<file path="config.mk">
export PLATFORM = sky130hd
export DESIGN_NAME = uirc_top
export DESIGN_NICKNAME = d
export VERILOG_FILES = /design/src/design/uirc_top.v
export VERILOG_INCLUDE_DIRS = /design/src /design/src/shared
export SDC_FILE = /design/constraint.sdc
export NUM_CORES = 1
export LEC_CHECK = 0
export BUFFER_PORTS_ARGS = -buffer_cell sky130_fd_sc_hd__buf_2
export CORE_MARGIN = 5
export CORE_UTILIZATION = 44
export DETAILED_ROUTE_END_ITERATION = 10
export SLEW_MARGIN = 20
export SYNTH_ARGS = -nofsm -noshare
export SYNTH_HDL_FRONTEND = slang
export SYNTH_SLANG_ARGS = --single-unit
export TNS_END_PERCENT = 30
</file>
<file path="constraint.sdc">
create_clock -name sys_clk_in -period 4 [get_ports sys_clk_in]
set_input_delay 0.2 -clock sys_clk_in [delete_from_list [all_inputs] [get_ports sys_clk_in]]
set_output_delay 0.2 -clock sys_clk_in [all_outputs]
set_load 0.02 [all_outputs]
</file>
<file path="src/shared/uirc_defs.vh">
// uirc_defs.vh: register offsets, field positions, reset values and counts
// assumes: included by bare name from the serial transceiver design file
`ifndef UIRC_DEFS_VH
`define UIRC_DEFS_VH
// apb byte offsets
`define UIRC_A_MODE     12'h000
`define UIRC_A_STA      12'h004
`define UIRC_A_TXD      12'h008
`define UIRC_A_RXD      12'h00C
`define UIRC_A_BRG      12'h010
// serial_mode_control fields
`define UIRC_M_EN       15
`define UIRC_M_SIDL     13
`define UIRC_M_INFRARED_ENABLE     12
`define UIRC_M_RTS_PIN_MODE    11
`define UIRC_M_PEN      9:8
`define UIRC_M_WAKE     7
`define UIRC_M_LPBK     6
`define UIRC_M_AUTO_RATE_MEASURE    5
`define UIRC_M_RECEIVE_POLARITY    4
`define UIRC_M_HIGH_SPEED_RATE     3
`define UIRC_M_PDSEL    2:1
`define UIRC_M_STOP_BIT_SELECT    0
`define UIRC_M_WMASK    16'hBBFF
// serial_status_control fields
`define UIRC_S_TXIS1    15
`define UIRC_S_TXINV    14
`define UIRC_S_TXIS0    13
`define UIRC_S_BRK      11
`define UIRC_S_TXEN     10
`define UIRC_S_RXIS     7:6
`define UIRC_S_ADDRESS_DETECT_ENABLE    5
`define UIRC_S_OVERRUN_FLAG     1
`define UIRC_S_WMASK    16'hECE0
// reset values
`define UIRC_MODE_RST   16'h0000
`define UIRC_CTL_RST    16'h0000
`define UIRC_BRG_RST    16'h0000
// counts
`define UIRC_DEPTH      3'd4
`define UIRC_OSR_STD    5'd16
`define UIRC_OSR_HI     5'd4
`define UIRC_BRK_FRAME  4'd14
`define UIRC_IR_PULSE   5'd3
`define UIRC_IR_HOLD    5'd16
`define UIRC_AB_EDGES   3'd5
`define UIRC_AB_SH_STD  7
`define UIRC_AB_SH_HI   5
`endif
</file>
<file path="src/design/uirc_top.v">
// uirc_top.v: apb serial transceiver with infrared codec, 4-deep queues
// assumes: apb master on sys_clk_in, pins from outside, idle/sleep from same clock
`timescale 1ns/1ps
`default_nettype none
`include "uirc_defs.vh"
module uirc_top (
   // clock and reset
   input  wire        sys_clk_in,
   input  wire        srst_in,
   // apb slave
   input  wire        psel_in,
   input  wire        penable_in,
   input  wire        pwrite_in,
   input  wire [11:0] paddr_in,
   input  wire [31:0] pwdata_in,
   input  wire [3:0]  pstrb_in,
   output reg         pready_out,
   output reg  [31:0] prdata_out,
   output reg         pslverr_out,
   // system power state
   input  wire        sys_idle_in,
   input  wire        sys_sleep_in,
   // serial pins
   input  wire        serial_in_pin_in,
   input  wire        clear_to_send_pin_n_in,
   output reg         serial_out_pin_out,
   output reg         serial_out_oe_n_out,
   output reg         request_to_send_pin_n_out,
   output reg         request_to_send_oe_n_out,
   output reg         baud_clock_out_pin_out,
   output reg         baud_clock_oe_n_out,
   // events
   output reg         tx_event_out,
   output reg         rx_event_out,
   output reg         wake_event_out
);
   localparam TS_IDLE = 2'b01;
   localparam TS_RUN  = 2'b10;
   localparam RS_IDLE = 2'b01;
   localparam RS_RUN  = 2'b10;

   reg  [15:0] mode_r, ctl_r, brg_r, bcnt_r;
   reg         overrun_flag_r, wseen_r, rxp_r;
   reg  [1:0]  rx_s_r, cts_s_r;
   reg  [8:0]  txf [0:3];
   reg  [10:0] rxf [0:3];
   reg  [1:0]  twp_r, trp_r, rwp_r, rrp_r;
   reg  [2:0]  tcnt_r, rcnt_r, abe_r;
   reg  [1:0]  tst_r, rst_r;
   reg  [15:0] tsr_r;
   reg  [3:0]  tbits_r, rbits_r;
   reg  [4:0]  tsub_r, rsub_r, irh_r;
   reg         tbrk_r;
   reg  [11:0] rsr_r;
   reg  [23:0] abc_r;
   reg  [15:0] rdat;

   // bus decode; a transfer completes on the edge where pready_out is high
   wire acc      = psel_in & penable_in & pready_out;
   wire wr       = acc & pwrite_in;
   wire rd       = acc & ~pwrite_in;
   wire [15:0] bm = {{8{pstrb_in[1]}}, {8{pstrb_in[0]}}};
   wire h_mode   = (paddr_in == `UIRC_A_MODE);
   wire h_sta    = (paddr_in == `UIRC_A_STA);
   wire h_txd    = (paddr_in == `UIRC_A_TXD);
   wire h_rxd    = (paddr_in == `UIRC_A_RXD);
   wire h_brg    = (paddr_in == `UIRC_A_BRG);
   wire mapped   = h_mode | h_sta | h_txd | h_rxd | h_brg;

   // configuration
   wire en       = mode_r[`UIRC_M_EN];
   wire run      = en & ~(mode_r[`UIRC_M_SIDL] & sys_idle_in);
   wire high_speed_rate     = mode_r[`UIRC_M_HIGH_SPEED_RATE];
   wire irda     = mode_r[`UIRC_M_INFRARED_ENABLE] & ~high_speed_rate;
   wire [1:0] pen   = mode_r[`UIRC_M_PEN];
   wire [1:0] pdsel = mode_r[`UIRC_M_PDSEL];
   wire nine     = (pdsel == 2'b11);
   wire par_en   = (pdsel == 2'b01) | (pdsel == 2'b10);
   wire xbit     = nine | par_en;
   wire [4:0] osr = high_speed_rate ? `UIRC_OSR_HI : `UIRC_OSR_STD;
   wire txen     = ctl_r[`UIRC_S_TXEN];
   wire [1:0] txis = {ctl_r[`UIRC_S_TXIS1], ctl_r[`UIRC_S_TXIS0]};
   wire [1:0] rxis = ctl_r[`UIRC_S_RXIS];

   // baud tick: one per oversample clock
   wire tick     = run & (bcnt_r == brg_r);

   // transmit queue status
   wire tx_full  = (tcnt_r == `UIRC_DEPTH);
   wire tx_all_empty     = tst_r[0] & (tcnt_r == 3'd0);
   wire cts_ok   = (pen != 2'b10) | ~cts_s_r[1];
   wire tx_push  = wr & h_txd & pstrb_in[0] & en & ~tx_full;
   wire tx_pop   = tst_r[0] & txen & tick & cts_ok & (tcnt_r != 3'd0);
   wire tx_end   = tst_r[1] & tick & (tsub_r == osr - 5'd1) & (tbits_r == 4'd1);
   // clearing transmit enable aborts the frame and drops the queue
   wire tx_kill  = ~en | (wr & h_sta & bm[`UIRC_S_TXEN] & ~pwdata_in[`UIRC_S_TXEN] & txen);
   wire [8:0] thd = txf[trp_r];
   wire tpar     = (^thd[7:0]) ^ pdsel[1];
   wire tnine    = nine ? thd[8] : (par_en ? tpar : 1'b1);
   wire [3:0] tnb = 4'd10 + {3'b000, xbit} + {3'b000, mode_r[`UIRC_M_STOP_BIT_SELECT]};
   wire txbit    = tst_r[1] ? tsr_r[0] : 1'b1;
   // infrared: a zero bit becomes a short pulse at the start of the bit
   wire enc      = irda ? (tst_r[1] & ~txbit & (tsub_r < `UIRC_IR_PULSE)) : txbit;

   // receive path
   wire rx_raw   = mode_r[`UIRC_M_LPBK] ? serial_out_pin_out : rx_s_r[1];
   wire pol      = rx_raw ^ mode_r[`UIRC_M_RECEIVE_POLARITY];
   wire rxd      = irda ? (pol & (irh_r == 5'd0)) : pol;
   wire auto_rate_measure    = mode_r[`UIRC_M_AUTO_RATE_MEASURE];
   wire fall     = rxp_r & ~rxd;
   wire rise     = ~rxp_r & rxd;
   wire [3:0] rnb = 4'd10 + {3'b000, xbit};
   wire rsamp    = rst_r[1] & tick & (rsub_r == (osr >> 1));
   wire rlast    = rsamp & (rbits_r == rnb - 4'd1);
   wire [11:0] rfr = rsr_r | ({11'h000, rxd} << rbits_r);
   wire rd8      = nine & rfr[9];
   wire rperr    = par_en & ((^rfr[8:1]) ^ rfr[9] ^ pdsel[1]);
   wire rferr    = ~(xbit ? rfr[10] : rfr[9]);
   wire raccept  = ~(ctl_r[`UIRC_S_ADDRESS_DETECT_ENABLE] & nine & ~rd8);
   wire rx_done  = rlast & raccept;
   wire rx_full  = (rcnt_r == `UIRC_DEPTH);
   wire rx_push  = rx_done & ~rx_full;
   wire rx_ovf   = rx_done & rx_full;
   wire rx_pop   = rd & h_rxd & (rcnt_r != 3'd0);
   wire overrun_flag_clr = wr & h_sta & bm[`UIRC_S_OVERRUN_FLAG] & ~pwdata_in[`UIRC_S_OVERRUN_FLAG] & overrun_flag_r;
   wire rx_kill  = ~en | overrun_flag_clr;
   wire [10:0] rhd = (rcnt_r != 3'd0) ? rxf[rrp_r] : 11'h000;
   wire [2:0] rnew = rcnt_r + 3'd1;
   wire ab_done  = auto_rate_measure & run & fall & (abe_r == `UIRC_AB_EDGES - 3'd1);
   wire [23:0] abq = high_speed_rate ? (abc_r >> `UIRC_AB_SH_HI) : (abc_r >> `UIRC_AB_SH_STD);

   // pin synchronisers
   always @(posedge sys_clk_in) begin
      if (srst_in) begin
         rx_s_r  <= 2'b11;
         cts_s_r <= 2'b11;
      end else begin
         rx_s_r  <= {rx_s_r[0], serial_in_pin_in};
         cts_s_r <= {cts_s_r[0], clear_to_send_pin_n_in};
      end
   end

   // registers and apb answer; one wait state per transfer
   always @(posedge sys_clk_in) begin
      if (srst_in) begin
         mode_r      <= `UIRC_MODE_RST;
         ctl_r       <= `UIRC_CTL_RST;
         brg_r       <= `UIRC_BRG_RST;
         overrun_flag_r      <= 1'b0;
         wseen_r     <= 1'b0;
         pready_out  <= 1'b0;
         prdata_out  <= 32'h00000000;
         pslverr_out <= 1'b0;
         wake_event_out <= 1'b0;
      end else begin
         pready_out  <= psel_in & penable_in & ~pready_out;
         prdata_out  <= {16'h0000, rdat};
         pslverr_out <= psel_in & penable_in & ~pready_out & ~mapped;
         wake_event_out <= 1'b0;
         // hardware clears come first so a same-cycle software write wins
         if (ab_done)
            mode_r[`UIRC_M_AUTO_RATE_MEASURE] <= 1'b0;
         if (ab_done)
            brg_r <= abq[15:0] - 16'h0001;
         if (mode_r[`UIRC_M_WAKE] & en) begin
            if (fall & ~wseen_r) begin
               wake_event_out <= 1'b1;
               wseen_r        <= 1'b1;
            end else if (rise & wseen_r) begin
               mode_r[`UIRC_M_WAKE] <= 1'b0;
               wseen_r              <= 1'b0;
            end
         end else begin
            wseen_r <= 1'b0;
         end
         if (tx_end & tbrk_r)
            ctl_r[`UIRC_S_BRK] <= 1'b0;
         if (wr & h_mode)
            mode_r <= (mode_r & ~bm) | (pwdata_in[15:0] & bm & `UIRC_M_WMASK);
         if (wr & h_sta)
            ctl_r <= (ctl_r & ~bm) | (pwdata_in[15:0] & bm & `UIRC_S_WMASK);
         if (wr & h_brg)
            brg_r <= (brg_r & ~bm) | (pwdata_in[15:0] & bm);
         // overrun: a set in the same cycle as the clear wins
         if (rx_ovf)
            overrun_flag_r <= 1'b1;
         else if (overrun_flag_clr | ~en)
            overrun_flag_r <= 1'b0;
      end
   end

   always @* begin
      rdat = 16'h0000;
      case (1'b1)
         h_mode:  rdat = mode_r;
         h_sta:   rdat = ctl_r | {6'h00, tx_full, tx_all_empty, 3'h0, rst_r[0], rhd[9], rhd[10],
                                  overrun_flag_r, (rcnt_r != 3'd0)};
         h_rxd:   rdat = {7'h00, rhd[8:0]};
         h_brg:   rdat = brg_r;
         default: rdat = 16'h0000;
      endcase
   end

   // baud generator; a divisor write restarts it at once
   always @(posedge sys_clk_in) begin
      if (srst_in | ~en | (wr & h_brg))
         bcnt_r <= 16'h0000;
      else if (run)
         bcnt_r <= tick ? 16'h0000 : bcnt_r + 16'h0001;
   end

   // transmitter and its queue
   always @(posedge sys_clk_in) begin
      if (srst_in | tx_kill) begin
         tst_r   <= TS_IDLE;
         tsr_r   <= 16'hFFFF;
         tbits_r <= 4'd0;
         tsub_r  <= 5'd0;
         tbrk_r  <= 1'b0;
         twp_r   <= 2'd0;
         trp_r   <= 2'd0;
         tcnt_r  <= 3'd0;
         tx_event_out <= 1'b0;
      end else begin
         tx_event_out <= 1'b0;
         if (tx_push) begin
            txf[twp_r] <= pwdata_in[8:0];
            twp_r      <= twp_r + 2'd1;
         end
         tcnt_r <= tcnt_r + {2'b00, tx_push} - {2'b00, tx_pop};
         case (tst_r)
            TS_IDLE: begin
               if (tx_pop) begin
                  trp_r  <= trp_r + 2'd1;
                  tsub_r <= 5'd0;
                  tst_r  <= TS_RUN;
                  if (ctl_r[`UIRC_S_BRK]) begin
                     // the queued character is a dummy and is not sent
                     tsr_r   <= 16'hE000;
                     tbits_r <= `UIRC_BRK_FRAME;
                     tbrk_r  <= 1'b1;
                  end else begin
                     tsr_r   <= {6'h3F, tnine, thd[7:0], 1'b0};
                     tbits_r <= tnb;
                     tbrk_r  <= 1'b0;
                  end
                  if ((txis == 2'b00) | ((txis == 2'b10) & (tcnt_r == 3'd1)))
                     tx_event_out <= 1'b1;
               end
            end
            TS_RUN: begin
               if (tick) begin
                  if (tsub_r == osr - 5'd1) begin
                     tsub_r  <= 5'd0;
                     tsr_r   <= {1'b1, tsr_r[15:1]};
                     tbits_r <= tbits_r - 4'd1;
                     if (tbits_r == 4'd1) begin
                        tst_r  <= TS_IDLE;
                        tbrk_r <= 1'b0;
                        if ((txis == 2'b01) & (tcnt_r == 3'd0) & ~tx_push)
                           tx_event_out <= 1'b1;
                     end
                  end else begin
                     tsub_r <= tsub_r + 5'd1;
                  end
               end
            end
            default: tst_r <= TS_IDLE;
         endcase
      end
   end

   // receiver, infrared pulse stretcher and auto-baud measurement
   always @(posedge sys_clk_in) begin
      if (srst_in | rx_kill) begin
         rst_r   <= RS_IDLE;
         rsr_r   <= 12'h000;
         rbits_r <= 4'd0;
         rsub_r  <= 5'd0;
         rwp_r   <= 2'd0;
         rrp_r   <= 2'd0;
         rcnt_r  <= 3'd0;
         irh_r   <= 5'd0;
         rxp_r   <= 1'b1;
         abe_r   <= 3'd0;
         abc_r   <= 24'h000000;
         rx_event_out <= 1'b0;
      end else begin
         rx_event_out <= 1'b0;
         rxp_r <= rxd;
         // a pulse holds the decoded line low for one bit time
         if (~pol)
            irh_r <= `UIRC_IR_HOLD;
         else if (tick & (irh_r != 5'd0))
            irh_r <= irh_r - 5'd1;
         if (rx_pop)
            rrp_r <= rrp_r + 2'd1;
         if (rx_push) begin
            rxf[rwp_r] <= {rferr, rperr, rd8, rfr[8:1]};
            rwp_r      <= rwp_r + 2'd1;
            if (~rxis[1] | ((rxis == 2'b10) & (rnew == 3'd3)) | ((rxis == 2'b11) & (rnew == 3'd4)))
               rx_event_out <= 1'b1;
         end
         rcnt_r <= rcnt_r + {2'b00, rx_push} - {2'b00, rx_pop};
         // auto-baud: five falling edges of 0x55 span eight bit times
         if (~auto_rate_measure | ~run) begin
            abe_r <= 3'd0;
            abc_r <= 24'h000000;
         end else begin
            if (abe_r != 3'd0)
               abc_r <= abc_r + 24'h000001;
            if (fall)
               abe_r <= ab_done ? 3'd0 : abe_r + 3'd1;
         end
         case (rst_r)
            RS_IDLE: begin
               // the sync character is measured, not received
               if (tick & ~rxd & ~auto_rate_measure) begin
                  rst_r   <= RS_RUN;
                  rsub_r  <= 5'd0;
                  rbits_r <= 4'd0;
                  rsr_r   <= 12'h000;
               end
            end
            RS_RUN: begin
               if (tick)
                  rsub_r <= (rsub_r == osr - 5'd1) ? 5'd0 : rsub_r + 5'd1;
               if (rsamp) begin
                  rsr_r   <= rfr;
                  rbits_r <= rbits_r + 4'd1;
                  if (rlast | ((rbits_r == 4'd0) & rxd))
                     rst_r <= RS_IDLE;
               end
            end
            default: rst_r <= RS_IDLE;
         endcase
      end
   end

   // pin drivers; all pins go to port control while the module is off
   always @(posedge sys_clk_in) begin
      if (srst_in) begin
         serial_out_pin_out        <= 1'b1;
         serial_out_oe_n_out       <= 1'b1;
         request_to_send_pin_n_out <= 1'b1;
         request_to_send_oe_n_out  <= 1'b1;
         baud_clock_out_pin_out    <= 1'b0;
         baud_clock_oe_n_out       <= 1'b1;
      end else begin
         serial_out_pin_out        <= enc ^ ctl_r[`UIRC_S_TXINV];
         serial_out_oe_n_out       <= ~(en & txen);
         // simplex: asserted while sending; flow control: asserted while room
         request_to_send_pin_n_out <= mode_r[`UIRC_M_RTS_PIN_MODE] ? tx_all_empty : rx_full;
         request_to_send_oe_n_out  <= ~(en & ((pen == 2'b01) | (pen == 2'b10)));
         baud_clock_out_pin_out    <= en & (bcnt_r <= (brg_r >> 1));
         baud_clock_oe_n_out       <= ~(en & (pen == 2'b11));
      end
   end
endmodule // uirc_top
`default_nettype wire

</file>
== Word level (Yosys, flattened, before mapping) ==
Memories as Yosys holds them, arrays and structs flattened. A register that Yosys moved wholly into a read port is not among the register bits.
Index checks and enable logic that the tools add are counted.

* Register bits: 211
* Bits in writable memories: 80
* Input bits: 57
* Output and inout bits: 43
* Word-level logic and storage cells: 364
* Memories: 2

{| class="wikitable"
|+ Memory list
! name !! depth !! bits a word !! read ports !! clocked after memory_dff !! wr ports !! RTL line !! RTL
|-
| rxf || 4 || 11 || 1 || 1 || 1 || uirc_top.v:46 || <nowiki>reg [10:0] rxf [0:3];</nowiki>
|-
| txf || 4 || 9 || 1 || 1 || 1 || uirc_top.v:45 || <nowiki>reg [8:0] txf [0:3];</nowiki>
|}

* Add/subtract/negate cells: 22
* Order comparisons: 2
* Equal/unequal tests: 41
* Shift operators: 1
* Muxes and demuxes: 89
* Bitwise gates (word level): 130
* Reductions and logical operators: 33

{| class="wikitable"
|+ Operators with widths
! operator !! count
|-
| $mux 16 || 11
|-
| $and 1x1->1 || 68
|-
| $and 16x16->16 || 4
|-
| $or 16x16->16 || 3
|-
| $mux 5 || 9
|-
| $mux 12 || 3
|-
| $mux 1 || 35
|-
| $pmux 16 s2 || 1
|-
| $not 1->1 || 28
|-
| $add 24x1->24 const B || 1
|-
| $eq 12x4->1 const B || 2
|-
| $mux 4 || 6
|-
| $pmux 12 s2 || 1
|-
| $mux 2 || 11
|-
| $pmux 5 s2 || 2
|-
| $or 1x1->1 || 19
|-
| $eq 2x2->1 const B || 9
|-
| $ne 2x2->1 const B || 9
|-
| $reduce_bool 2->1 || 9
|-
| $add 16x1->16 const B || 1
|-
| $eq 16x16->1 || 1
|-
| $le 16x15->1 || 1
|-
| $not 16->16 || 1
|-
| $or 16x10->16 || 1
|-
| 46 further kinds || 82
|}

== Logic depth before layout (Yosys ltp) ==
* Word-level depth: 15
* Depth in mapped cells: 14
* Depth with buffers taken out: 14

== Worst setup path before layout ==
No wires, ideal clock.

* Path kind: register to register
* From: register with a tool-made name
* To: register with a tool-made name
* Setup time: 0.070 ns
* Data arrival time: 3.300 ns
* Data required time: 3.930 ns
* Slack: 0.630 ns
* Cell stages (with the launch flop): 12
* Buffers on the path: 4
* Cells stage by stage: dfxtp_1 -> buf_4 -> clkbuf_1 -> clkbuf_1 -> buf_1 -> mux2i_1 -> ha_1 -> nand2_1 -> a211o_1 -> or4_1 -> o311a_1 -> a21oi_1

== Final worst setup path ==
* From: register irh_r[0]
* To: memory rxf[1][1] (enable)

* Longest elaborated chain between the ends: 14

{| class="wikitable"
|+ Ends and longest elaborated chain
! item !! RTL line !! RTL
|-
| start: declaration || uirc_top.v:52 || <nowiki>reg [4:0] tsub_r, rsub_r, irh_r;</nowiki>
|-
| start signal: assignment || uirc_top.v:293 || <nowiki>irh_r <= `UIRC_IR_HOLD;</nowiki>
|-
| start signal: assignment || uirc_top.v:295 || <nowiki>irh_r <= irh_r - 5'd1;</nowiki>
|-
| $logic_not 5->1 || uirc_top.v:108 || <nowiki>wire rxd = irda ? (pol & (irh_r == 5'd0)) : pol;</nowiki>
|-
| $and 1x1->1 || uirc_top.v:108 ||
|-
| $mux 1 || uirc_top.v:108 ||
|-
| $shl 1x4->12 || uirc_top.v:115 || <nowiki>wire [11:0] rfr = rsr_r | ({11'h000, rxd} << rbits_r);</nowiki>
|-
| $or 12x12->12 || uirc_top.v:115 ||
|-
| $and 1x1->1 || uirc_top.v:116 || <nowiki>wire rd8 = nine & rfr[9];</nowiki>
|-
| $not 1->1 || uirc_top.v:119 || <nowiki>wire raccept = ~(ctl_r[`UIRC_S_ADDRESS_DETECT_ENABLE] & nine & ~rd8);</nowiki>
|-
| $and 1x1->1 || uirc_top.v:119 ||
|-
| $not 1->1 || uirc_top.v:119 ||
|-
| $and 1x1->1 || uirc_top.v:120 || <nowiki>wire rx_done = rlast & raccept;</nowiki>
|-
| $and 1x1->1 || uirc_top.v:122 || <nowiki>wire rx_push = rx_done & ~rx_full;</nowiki>
|-
| $mux 1 || uirc_top.v:298 || <nowiki>if (rx_push) begin</nowiki>
|-
| $mux 1 || uirc_top.v:275 || <nowiki>if (srst_in | rx_kill) begin</nowiki>
|-
| $mux 1 (not written as such) || uirc_top.v:299 || <nowiki>rxf[rwp_r] <= {rferr, rperr, rd8, rfr[8:1]};</nowiki>
|-
| end: declaration || uirc_top.v:46 ||
|}

Every way passes these cells.

==> summary.md <==
| Metric | Value |
|---|---|
| Status | `completed` |
| Max VDD drop | `around 0.00034 V` |
| Max clock buf depth | `3` |
| Synthesized area | `around 0.013 mm^2` |
| Layout Cell Area excl Fill | `roughly 0.015 mm^2` |
| Port buffer count | `64` |
| Starting density of the core | `0.443` |
| CTS tree | `built` |
| Wirelength per Cell | `18.3 um` |
| H-tree Lvls | `1` |
| WP data required | `4180 ps` |
| Setup_tns | `0 ps` |
| Leakage | `5.56 nW` |
| Clock skew | `between 6 and 7 ps` |
| Ys Warns | `0` |
| Post-DP HPWL | `24.2 mm` |
| All-layer global routing usage | `0.197` |
| Final Wtd Congestion | `0.900` |
| Largest family of logic cells by synthesized area | `simple AND/OR/NAND/NOR gates` |
| Filler cells | `2771` |
| Global route overflow | `0` |
| Synth Area in Simple Gates | `0.192` |
| Switching Fraction | `0.207` |
| Via total after detailed routing | `9951` |
| Number of global-route vias before repair | `approximately 9500` |
| Logic gate share of total power | `0.019` |
| First drt pass iteration count | `5` |
| Hold Path Class | `in -> reg` |
| RR Startpoint | `irh_r[0]` |
| FFs w/ async S/R, synth | `0` |
| DRC viols | `0` |
| Global-route wire length before repair | `between 50 and 60 mm` |
| Antenna diodes | `0` |
| Slew margin rel. | `0.370` |
| CP startpoint | `irh_r[0]` |
| DIE AREA | `approximately 0.033 mm^2` |
| Critical Path End | `rxf[1][1]` |
| Reg clk slew, reported paths | `60 ps` |
| Synth Area in Compound Gates | `0.115` |
| CP Launch Type | `register` |
| Final Max Tran Viols | `0` |
| CP arrival | `approximately 3500 ps` |
| Postcts setup bufs | `0` |
| Worst skew pair latency | `between 500 and 600 ps` |
| Share of cells above drive strength 1 | `0.133` |
| Net Sw Power | `~1.2 mW` |
| RSZ-0062 raised after global routing | `false` |
| Post_cts resized | `0` |
| Clock power frac | `0.487` |
| Die Ht | `182 um` |
| CTS buffer count | `30` |
| Area delta synth->final | `14.5%` |
| Fraction of synthesized area in multiplexers | `0.0562` |
| Int Power | `4.56 mW` |
| # rows | `63` |
| Placed inst area | `between 0.01 and 0.015 mm^2` |
| IO Pins | `100` |
| Via-to-Cell Ratio | `5.44` |
| Die width | `between 150 and 200 um` |
| EDFF count, synth | `80` |
| Post-Synth Adder-Cell Area | `0.0481` |
| Detailed Route Iter0 Violations | `696` |
| CTS root buffer | `clkbuf_16` |
| Worst Tran Pin Value | `937 ps` |
| Synth cell types | `78` |
| Core ar. | `0.0295 mm^2` |
| Worst reg2reg path endpoint | `rxf[1][1]` |
| Final setup fails | `0` |
| Fin nets | `roughly 1500` |
| Final WL | `33.4 mm` |
| Avg Inst Size Synth | `9.78 um^2` |
| PD cells | `384 mW/mm^2` |
| Reg2reg setup slack | `720 ps` |
| Final min period | `3280 ps` |
| Top_reg_cell synth | `dfxtp_1` |
| Kind of end point of the critical path | `register` |
| Post-Synthesis Cells | `1336` |
| Reg power frac | `0.493` |
| CTS Sinks | `273` |
| Highest Clock Rate | `0.305 GHz` |
| Depth of the worst register-to-register path | `11` |
| Setup CP Type | `reg -> reg` |
| Max-Cap Viols | `0` |
| Xor and xnor area share after synthesis | `0.0658` |
| DRT antenna net count | `0` |
| Final Cycle Share | `0.819` |
| Largest net degree at the start of global routing | `56` |
| Initial antenna violation count | `0` |
| Final Hold Vio Count | `0` |
| Seq cells post-synth | `273` |
| Worst Path Max Fanout | `11` |
| Seq/Total Area, Yosys | `0.479` |
==> critical path, cell delays in order (launching register included) <==
cell and delay [ps]:
dfxtp_1 330, inv_1 80, ha_1 160, nor4b_1 480
nor2_1 180, nor2_2 130, a311oi_1 100, nor4_1 420
nand2_1 160, buf_4 190, nor2_1 160, and2_1 540
==> synthesized netlist by cell type (42+ instances only) <==
cell type | n | share of area
xor2_1 | 48 | 0.032
dfxtp_1 | 193 | 0.30
edfxtp_1 | 80 | 0.18
nand2_1 | 100 | 0.029
inv_1 | 53 | 0.015
nor2_1 | 186 | 0.053
o21ai_0 | 43 | 0.016
ha_1 | 47 | 0.045
nor3_1 | 48 | 0.018
xnor2_1 | 45 | 0.030
clkbuf_1 | 42 | 0.012
a21oi_1 | 76 | 0.029
==> per-stage QoR <==
| step | utilization | hold slack (ps) | setup WS [ps] | cells | total power [mW] |
|---|---|---|---|---|---|
| 2_1_floorplan | - | 299 | 630 | 1351 | 2.95 |
| 3_3_place_gp | 0.466 | 392 | 706 | 1753 | 3.00 |
| 3_5_place_dp | 0.466 | 389 | 660 | 1753 | 3.00 |
| 4_1_cts | 0.508 | 3.53 | 649 | 1830 | 5.81 |
| 5_1_grt | 0.508 | 7.63 | 269 | 1830 | 5.93 |
| 6_report | 0.508 | 19.7 | 725 | 1830 | 5.76 |
==> cell usage in the layout, fill, tap and decap left out, types with 10 or more instances in the layout <==
cell and instances:
dlygate4sd3_1 21, nor3_1 48, mux4_2 20, and3_1 12, nor2b_1 13, edfxtp_1 80, xnor2_1 45, a21oi_1 76
nand3_1 35, ha_1 47, o21ai_0 43, xor2_1 48, nand4_1 19, mux2i_1 27, nor2_1 186, and2_1 23
conb_1 16, nor3b_1 10, dfxtp_1 192, buf_4 23, o211ai_1 13, a31oi_1 11, inv_1 53, clkbuf_16 31
buf_2 64, nand2_1 100, nand2b_1 11
==> cell families (layout without fill, tap and decap cells) <==
kind of cell    after synthesis  count (layout)
buf+inv                     128             217
xor+xnor                     95              95
simple gates                512             512
other cells                   1              16
compound gates              230             230
fa+ha+maj                    49              49
mux                          48              48
flops                       273             273
==> final cells by class <==
cell class	instances	area, um^2	area share
Clock buffer	36	805	0.0537
Clock inverter	20	209	0.0140
Inverter	53	199	0.0133
Multi-Input combinational cell	950	6300	0.421
Sequential cell	273	6270	0.419
Tap cell	390	488	0.0326
Timing Repair Buffer	108	703	0.0470
==> routing by layer <==
metal / GRT usage / vias up / part of all wire
met4: 0.0423 / 0 / 0.018
met5: 0 / - / 0
met3: 0.0243 / 40 / 0.043
met1: 0.265 / 4845 / 0.45
met2: 0.343 / 203 / 0.49
li1: - / 4863 / -
==> repair_timing <==
item | 4_1_cts | 5_1_grt
setup endpoints to repair | 0 | 0
hold endpoints to repair | 58 | 0
hold buffers | 21 | 0
==> worst min-delay path by stage <==
stage / startpoint / endpoint / slack (ps) / depth (start not counted)
detailed placement: clear_to_send_pin_n_in / cts_s_r[0] / 390 / 2
finish: pwdata_in[8] / txf[3][8] / 20 / 1
floorplan: pwdata_in[0] / txf[0][0] / 300 / 0
global placement: rx_s_r[0] / rx_s_r[1] / 390 / 1
global route: pwdata_in[8] / txf[1][8] / 8 / 1
CTS: pwdata_in[8] / txf[0][8] / 4 / 1
==> power groups by stage <==
| stage | clock, mW | sequential, mW | combinational [mW] |
|---|---|---|---|
| 2_1_floorplan | 0 | 2.90 | 0.0514 |
| 3_3_place_gp | 0 | 2.90 | 0.0943 |
| 3_5_place_dp | 0 | 2.90 | 0.0944 |
| 4_1_cts | 2.86 | 2.84 | 0.110 |
| 5_1_grt | 2.97 | 2.84 | 0.118 |
| 6_report | 2.80 | 2.84 | 0.111 |
Power figures use the tool's default switching activity.
